**config.mk**
```make
export PLATFORM = sky130hd
export DESIGN_NAME = fault_interrupt_enables
export DESIGN_NICKNAME = d
export VERILOG_FILES = /design/src/design/fault_irq_pkg.sv /design/src/design/enable_field.sv /design/src/design/fault_interrupt_enables.sv
export SDC_FILE = /design/constraint.sdc
export NUM_CORES = 1
export LEC_CHECK = 0
export BUFFER_PORTS_ARGS = -buffer_cell sky130_fd_sc_hd__buf_2
export CELL_PAD_IN_SITES_DETAIL_PLACEMENT = 0
export CELL_PAD_IN_SITES_GLOBAL_PLACEMENT = 1
export CORE_MARGIN = 8
export CORE_UTILIZATION = 36
export CTS_BUF_LIST = sky130_fd_sc_hd__clkbuf_4 sky130_fd_sc_hd__clkbuf_8
export DETAILED_ROUTE_END_ITERATION = 6
export MAX_ROUTING_LAYER = met4
export PLACE_DENSITY = 0.82
export SLEW_MARGIN = 5
export SYNTH_ARGS = -nofsm -noshare
export SYNTH_HDL_FRONTEND = slang
export SYNTH_SLANG_ARGS = --single-unit
```
**constraint.sdc**
```tcl
create_clock -name clk -period 1.49 [get_ports clk]
set_clock_uncertainty 0.05 [all_clocks]
set_input_delay 0.298 -clock clk [delete_from_list [all_inputs] [get_ports clk]]
set_output_delay 0.298 -clock clk [all_outputs]
set_load 0.01 [all_outputs]
```
**src/design/fault_irq_pkg.sv**
```systemverilog
// Purpose: Shared constants for the fault interrupt enable registers.
// Assumes: A 16-bit register word behind the device register port.
// Notes:   Two-bit enable fields use separate read and write codes.
package fault_irq_pkg;
    localparam int          DATA_W          = 16;
    localparam int          ADDR_W          = 8;
    localparam int          NUM_BOOST       = 7;
    localparam int          NUM_LED         = 4;
    localparam int          NUM_SRC         = NUM_BOOST + NUM_LED;
    localparam logic [7:0]  BOOST_EN_OFFSET = 8'h0a;
    localparam logic [7:0]  LED_EN_OFFSET   = 8'h0c;
    localparam logic [15:0] BOOST_EN_RESET  = 16'ha028;
    localparam logic [15:0] LED_EN_RESET    = 16'h00aa;
    localparam logic [1:0]  WR_ENABLE       = 2'h3;
    localparam logic [1:0]  WR_DISABLE      = 2'h1;
    localparam logic [1:0]  RD_ENABLED      = 2'h2;
    localparam logic [1:0]  RD_DISABLED     = 2'h0;
    // Low bit of each field: boost fields at 14..2, LED fields at 6..0.
    localparam int          BOOST_LSB0      = 2;
    localparam int          LED_LSB0        = 0;
    // Bit order of the enable vector: LED fields low, boost fields high.
    localparam int          LED_STRING_IDX  = 0;
    localparam int          BAD_STRING_IDX  = 1;
    localparam int          BUS_TIMEOUT_IDX = 2;
    localparam int          GLOBAL_IDX      = 3;
endpackage

```
**src/design/enable_field.sv**
```systemverilog
`timescale 1ns/100ps
// Purpose: One two-bit interrupt enable field with command write codes.
// Assumes: Write strobe and data are synchronous to clk.
// Notes:   Only the enable and disable codes change the stored state.
module enable_field #(
    parameter bit RESET_ON = 1'b0
) (
    input  wire logic       clk,
    input  wire logic       rst_n,
    input  wire logic       wrStrobe,
    input  wire logic [1:0] wrCode,
    output logic            enabled
);
    import fault_irq_pkg::*;

    logic next_enabled;

    always_comb begin
        next_enabled = enabled;
        if (wrStrobe && wrCode == WR_ENABLE) begin
            next_enabled = 1'b1;
        end else if (wrStrobe && wrCode == WR_DISABLE) begin
            next_enabled = 1'b0;
        end
    end

    always_ff @(posedge clk or negedge rst_n) begin
        if (!rst_n) begin
            enabled <= RESET_ON;
        end else begin
            enabled <= next_enabled;
        end
    end
endmodule // enable_field

```
**src/design/fault_interrupt_enables.sv**
```systemverilog
`timescale 1ns/100ps
// Purpose: Two fault interrupt enable registers gating the interrupt pin.
// Assumes: Register port access is single-cycle and synchronous to clk.
// Notes:   Read data and the interrupt output are registered.

// Behaviour
// Write code 3h enables the source.
// Write code 1h disables the source.
// Enabled field reads back as 2h.
// Disabled field reads back as 0h.
// Boost register at 0Ah, resets to A028h.
// Bits 15-14: over-temperature, reset enabled.
// Bits 13-12: current resistor short, reset enabled.
// Bits 11-10: string resistor missing, reset disabled.
// Bits 9-8: mode resistor missing, reset disabled.
// Bits 7-6: frequency resistor missing, reset disabled.
// Bits 5-4: boost over-current, reset enabled.
// Bits 3-2: boost over-voltage high, reset enabled.
// Reserved bits reset zero, no function.
// LED register at 0Ch, resets to AAh.
// Bits 5-4: serial bus timeout.
// Bits 3-2: invalid string configuration.
// Bits 1-0: shared LED string faults.
// Only enabled faults drive interrupt; others hold.
// Software clears latched faults elsewhere.
module fault_interrupt_enables #(
    parameter int NUM_SOURCES = fault_irq_pkg::NUM_SRC
) (
    input  wire logic                              clk,
    input  wire logic                              rst_n,
    input  wire logic                              regWrite,
    input  wire logic                              regRead,
    input  wire logic [fault_irq_pkg::ADDR_W-1:0]  regAddr,
    input  wire logic [fault_irq_pkg::DATA_W-1:0]  regWdata,
    input  wire logic [NUM_SOURCES-1:0]            faultLatched,
    output logic      [fault_irq_pkg::DATA_W-1:0]  regRdata,
    output logic                                   regHit,
    output logic      [NUM_SOURCES-1:0]            enableState,
    output logic                                   irqOut
);
    import fault_irq_pkg::*;

    // -----------------------------------------------------------------
    // Elaboration check
    // -----------------------------------------------------------------
    if (NUM_SOURCES != NUM_SRC) begin : g_bad_sources
        $error("NUM_SOURCES must match the number of enable fields.");
    end

    // Returns the read code for a stored enable state.
    function automatic logic [1:0] read_code(input logic on);
        return on ? RD_ENABLED : RD_DISABLED;
    endfunction

    logic                  boostSel;
    logic                  ledSel;
    logic [NUM_SRC-1:0]    fieldOn;
    logic [DATA_W-1:0]     next_regRdata;
    logic                  next_regHit;
    logic [NUM_SRC-1:0]    next_enableState;
    logic                  next_irqOut;

    assign boostSel = regAddr == BOOST_EN_OFFSET;
    assign ledSel   = regAddr == LED_EN_OFFSET;

    // -----------------------------------------------------------------
    // Enable fields
    // -----------------------------------------------------------------
    genvar i;
    generate
        for (i = 0; i < NUM_LED; i++) begin : g_led
            localparam int LSB = LED_LSB0 + 2 * i;
            enable_field #(
                .RESET_ON (LED_EN_RESET[LSB+1])
            ) u_field (
                .clk      (clk),
                .rst_n    (rst_n),
                .wrStrobe (regWrite && ledSel),
                .wrCode   (regWdata[LSB+1:LSB]),
                .enabled  (fieldOn[i])
            );
        end
        for (i = 0; i < NUM_BOOST; i++) begin : g_boost
            localparam int LSB = BOOST_LSB0 + 2 * i;
            enable_field #(
                .RESET_ON (BOOST_EN_RESET[LSB+1])
            ) u_field (
                .clk      (clk),
                .rst_n    (rst_n),
                .wrStrobe (regWrite && boostSel),
                .wrCode   (regWdata[LSB+1:LSB]),
                .enabled  (fieldOn[NUM_LED+i])
            );
        end
    endgenerate

    // -----------------------------------------------------------------
    // Read path and interrupt gating
    // -----------------------------------------------------------------
    always_comb begin
        next_regRdata = regRdata;
        next_regHit   = 1'b0;
        if (regRead) begin
            next_regRdata = '0;
            if (boostSel) begin
                next_regHit = 1'b1;
                for (int k = 0; k < NUM_BOOST; k++) begin
                    next_regRdata[BOOST_LSB0+2*k +: 2] =
                        read_code(fieldOn[NUM_LED+k]);
                end
            end else if (ledSel) begin
                next_regHit = 1'b1;
                for (int k = 0; k < NUM_LED; k++) begin
                    next_regRdata[LED_LSB0+2*k +: 2] = read_code(fieldOn[k]);
                end
            end
        end
        next_enableState = fieldOn;
        // The global field gates every source; each source its own.
        next_irqOut = fieldOn[GLOBAL_IDX] &&
                      |(faultLatched & fieldOn);
    end

    always_ff @(posedge clk or negedge rst_n) begin
        if (!rst_n) begin
            regRdata    <= '0;
            regHit      <= 1'b0;
            enableState <= '0;
            irqOut      <= 1'b0;
        end else begin
            regRdata    <= next_regRdata;
            regHit      <= next_regHit;
            enableState <= next_enableState;
            irqOut      <= next_irqOut;
        end
    end
endmodule // fault_interrupt_enables

```
# Yosys cells after proc, flatten, opt, wreduce, memory -nomap -nowiden
# Index checks and enable logic that the tools add are counted.
# totals
inputBits	39
elab_cells	111
ff_bits	40
out_inout_bits	29
# classes
mux	40
bitwise	1
eq_ne	18
reduce_logical	37
# ops
operator	n
$logic_and 1x1->1	25
$mux 1	25
$mux 2	12
$reduce_bool 2->1	11
$eq 2x1->1 const B	8
$eq 2x2->1 const B	8
$eq 8x4->1 const B	2
$mux 8	2
$and 11x11->11	1
$reduce_or 11->1	1
$mux 6	1

# Longest topological paths before layout
# logic_depth
depth_word	5
ltp_mapped	4
ltp_nobuf	3

# Cells and area by module
# From an unflattened synthesis, not the netlist that was laid out.
# unflattened
hier_cells	103
hier_area_um2	1385.1
# by_module_without_submodules
mod	cells_per_inst	area_per_inst_um2	n_inst
fault_interrupt_enables	70	893.4	1
enable_field (g_boost[0].u_field ...)	3	45.0	8
enable_field (g_boost[2].u_field ...)	3	43.8	3

# Worst setup path before layout
# OpenSTA, ideal clock, no wires.
# synth_timing
kind	input-to-reg
startpoint	in regAddr[0] in the netlist's numbering
endpoint	reg g_boost[3].u_field.enabled
setup_slack_ns	0.090
t_arrival_ns	1.223
required_time_ns	1.313
cell_stages	4
setup_ns	0.127
path_cell_list	nor4b_4 buf_6 nand4_1 mux2_1
# synth_between
elab_chain_cells	4
elab_cells_between_ends	6
classes_between	eq/ne: 1; mux: 1; reduce/logical: 4
# synth_rtl
item	line	rtl
start, declared	fault_interrupt_enables.sv:33	input wire logic [fault_irq_pkg::ADDR_W-1:0] regAddr,
$eq 8x4->1 *	fault_interrupt_enables.sv:63	assign boostSel = regAddr == BOOST_EN_OFFSET;
$logic_and 1x1->1 *	fault_interrupt_enables.sv:90	.wrStrobe (regWrite && boostSel),
$logic_and 1x1->1, on equally long branches	enable_field.sv:20, enable_field.sv:22	
$mux 1 / $reduce_bool 2->1 (equally long branches)	n/a	
end signal, assigned	enable_field.sv:31	enabled <= next_enabled;
end, declared	enable_field.sv:12	output logic enabled
# Every way passes the cells marked *; elsewhere a longest branch is shown, timed or not.
# A chain may end at the register's enable or synchronous reset.

# Worst setup path in the final report
# layout_timing
startpoint	in regAddr[0] in the netlist's numbering
endpoint	reg regRdata[3] in the netlist's numbering
# layout_between
elab_chain_cells	3
elab_cells_between_ends	4
classes_between	eq/ne: 2; mux: 2
# layout_rtl
item	line	rtl
$eq 8x4->1	fault_interrupt_enables.sv:64	assign ledSel = regAddr == LED_EN_OFFSET;
$mux 8	fault_interrupt_enables.sv:111	end else if (ledSel) begin
$mux 6 *	fault_interrupt_enables.sv:105	if (boostSel) begin
end signal, assigned	fault_interrupt_enables.sv:131	regRdata <= next_regRdata;
end, declared	fault_interrupt_enables.sv:36	output logic [fault_irq_pkg::DATA_W-1:0] regRdata,
# Marked as above.

==> impl_metrics.ini <==
[run_status]
status = completed

[synthesis]
ys_warn_count = 0
ys_dominant_reg_cell = dfrtp_1
netlist_instances = 107
ys_ff_latch = 32
synth_top_area_share_pct = 42.5
synth_area_leaders = dfrtp_1 (42%), dfstp_2 (15%), mux2_1 (8.0%)
synthArstFlopShare_pct = 100
syn_area_um2 = 1410
synth_cell_types = 24
synth_common_cells = dfrtp_1 (24), nand4_1 (12), mux2_1 (10)
synth_area_leader_cell = dfrtp_1
synth_most_common_cell = dfrtp_1
syn_avg_cell_area_um2 = 13.2
yosysSeqAreaShare_pct = 57.3
synth_edf_count = 0

[clock_network]
cts_setup_buffers = 0
cts_root_buf = clkbuf_8
clkTransAtPathRegs_ns = 0.07
clkSinkCount = 32
cts_inserted_buffers = 5
insertion_delay_ns = 0.27
ctsResizeCount = 0
clock_path_buffers = 2
htree_levels = 2
cts_tree = done

[place]
place_area_um2 = 1760
port_buffers = 59
dp.cells = 214
gp_congestion = 0.782
hpwlAfterDp_um = 2990

[setup_path]
crit_path_max_incr_delay_ns = 0.29
path_cells = buf_2, nor4b_4, buf_4, nor4b_4, a31o_2
worst_path_most_repeated_cell = nor4b_4
cp-start-kind = input pin
crit_path_end_kind = flip-flop
critPathKind = input pin to flip-flop
crit_slowest_cell = nor4b_4
critPathRequiredTime_ns = 1.66
cp.arrival_ns = 1.40
cp_max_fo = 9

[routing]
num_vias = 1054
vias_per_cell = 4.73
wire_per_inst_um = 16.4
firstDrtPassIters = 4
drc_errors = 0
drt.antenna.violating_nets = 0
drtIter0Drc = 26
totalWireLength_um = 3660

[power]
irDropWorstVdd_v = 0.000516
powerDensity_nw_per_um2 = 962
power.leakage_nw = 0.965

[sta]
finalSetupViolCount = 0
setup_tns_ns = 0
period_share_pct = 82.8
hold_viol = 0
grt_setup_unrepaired = false
fin_crit_ns = 1.23
fmax_mhz = 811
maxSlewViolCount = 0

[floorplan]
num_io_pins = 68
core_um2 = 3720
die-area_um2 = 6190
fp.dieW_um = 78.7
start_util_pct = 38.0
rows = 22
die_h_um = 78.7

[layout]
syn2layout_area_growth_pct = 32.7
nets = 213
diodes = 0
design_area_um2 = 1880
final_cells = 223
drive_gt1_share_pct = 52.0

[grt]
grt_antenna_before_repair = 0
overflow = 0
grtUsageTotal_pct = 12.5
grt_pass1_wl_um = 5810
grt_pass1_vias = 1175
grt_start_max_net_pins = 18

[flow_run]
cap_violations = 0

[min_path]
worst_hold_path_type = input pin to flip-flop
[registers in the layout (all words and copies together), names as in the netlist]
register / flops
irqOut: 1
g_led.u_field.enabled: 4
enableState: 11
regHit: 1
g_boost.u_field.enabled: 7
regRdata: 8
[kinds of logic after synthesis]
family,synth area share (%)
xor+xnor,0.620
simple gates,16.2
flops,57.3
other cells,0.265
mux,11.2
compound gates,7.17
buf+inv,7.26
[path summary, 6_finish.rpt]
check | start | endpoint | slack (ns) | depth (start not counted)
min in group asynchronous | rst_n | enableState[8] | 0.42 | 2
worst max register to register | g_boost[3].u_field.enabled | irqOut | 0.30 | 3
worst max-delay path | regAddr[0] | regRdata[3] | 0.26 | 5
worst min register to register | g_led[3].u_field.enabled | enableState[3] | 0.36 | 0
worst min-delay path | regWdata[11] | g_boost[4].u_field.enabled | 0.18 | 2
max in group asynchronous | rst_n | g_led[1].u_field.enabled | 0.46 | 3
[layout make-up]
class	instances	area, um^2
Clock buffer	8	104
Fill cell	353	1840
Inverter	5	18.8
Multi-Input combinational cell	65	527
Sequential cell	32	811
Tap cell	48	60.1
Timing Repair Buffer	65	355
[what timing repair did]
action	4_1_cts	5_1_grt
hold buffers	1	0
setup endpoints to repair	0	0
endpoints found under the hold margin	13	0
[worst max-delay path: cells and delay by family]
family | cells | cell delay [ns]
AND/OR/NAND/NOR | 2 | 0.57
buffers and inverters | 2 | 0.32
AO/OA/AOI/OAI | 1 | 0.21
[power by group]
| group | switching (W) | internal (W) | total (W) |
|---|---|---|---|
| sequential | 0.0000107 | 0.000891 | 0.000902 |
| combinational | 0.0000919 | 0.0000743 | 0.000166 |
| clock | 0.000298 | 0.000439 | 0.000737 |
| total | 0.000400 | 0.00140 | 0.00180 |
[routing by layer]
layer	track usage, %	routed length, um	up-vias
met3	6.49	377	4
met2	18.4	1690	56
met4	4.26	25	0
met1	14.3	1570	489
met5	-	0	-
li1	-	-	505
[layout by cell type (no fill, tap or decap)]
cell type	count
o22ai_1	4
conb_1	8
nand4_1	12
nand2_1	6
o21a_1	1
mux2_1	10
dfstp_2	8
dfrtp_1	24
clkbuf_8	7
a22oi_1	3
nor2b_1	4
nand3_1	1
a222oi_1	1
clkbuf_4	1
o21ai_0	1
nor4b_4	4
buf_2	59
buf_4	4
and2_1	1
a31o_2	3
a21oi_1	1
xnor2_1	1
inv_1	5
buf_12	1
dlygate4sd3_1	1
mux2_2	4
[metrics by stage]
step	hold WS (ns)	total power [W]	setup WS, ns	utilization, %
global placement	0.187	0.00108	0.000377	47.4
floorplan	-0.0476	0.000987	0.0896	-
finish	0.185	0.00180	0.256	50.5
detailed placement	0.202	0.00108	-0.0409	47.4
CTS	0.180	0.00182	0.243	50.5
global route	0.185	0.00188	0.196	50.5
Note: power is estimated with default switching activity, not from simulation.
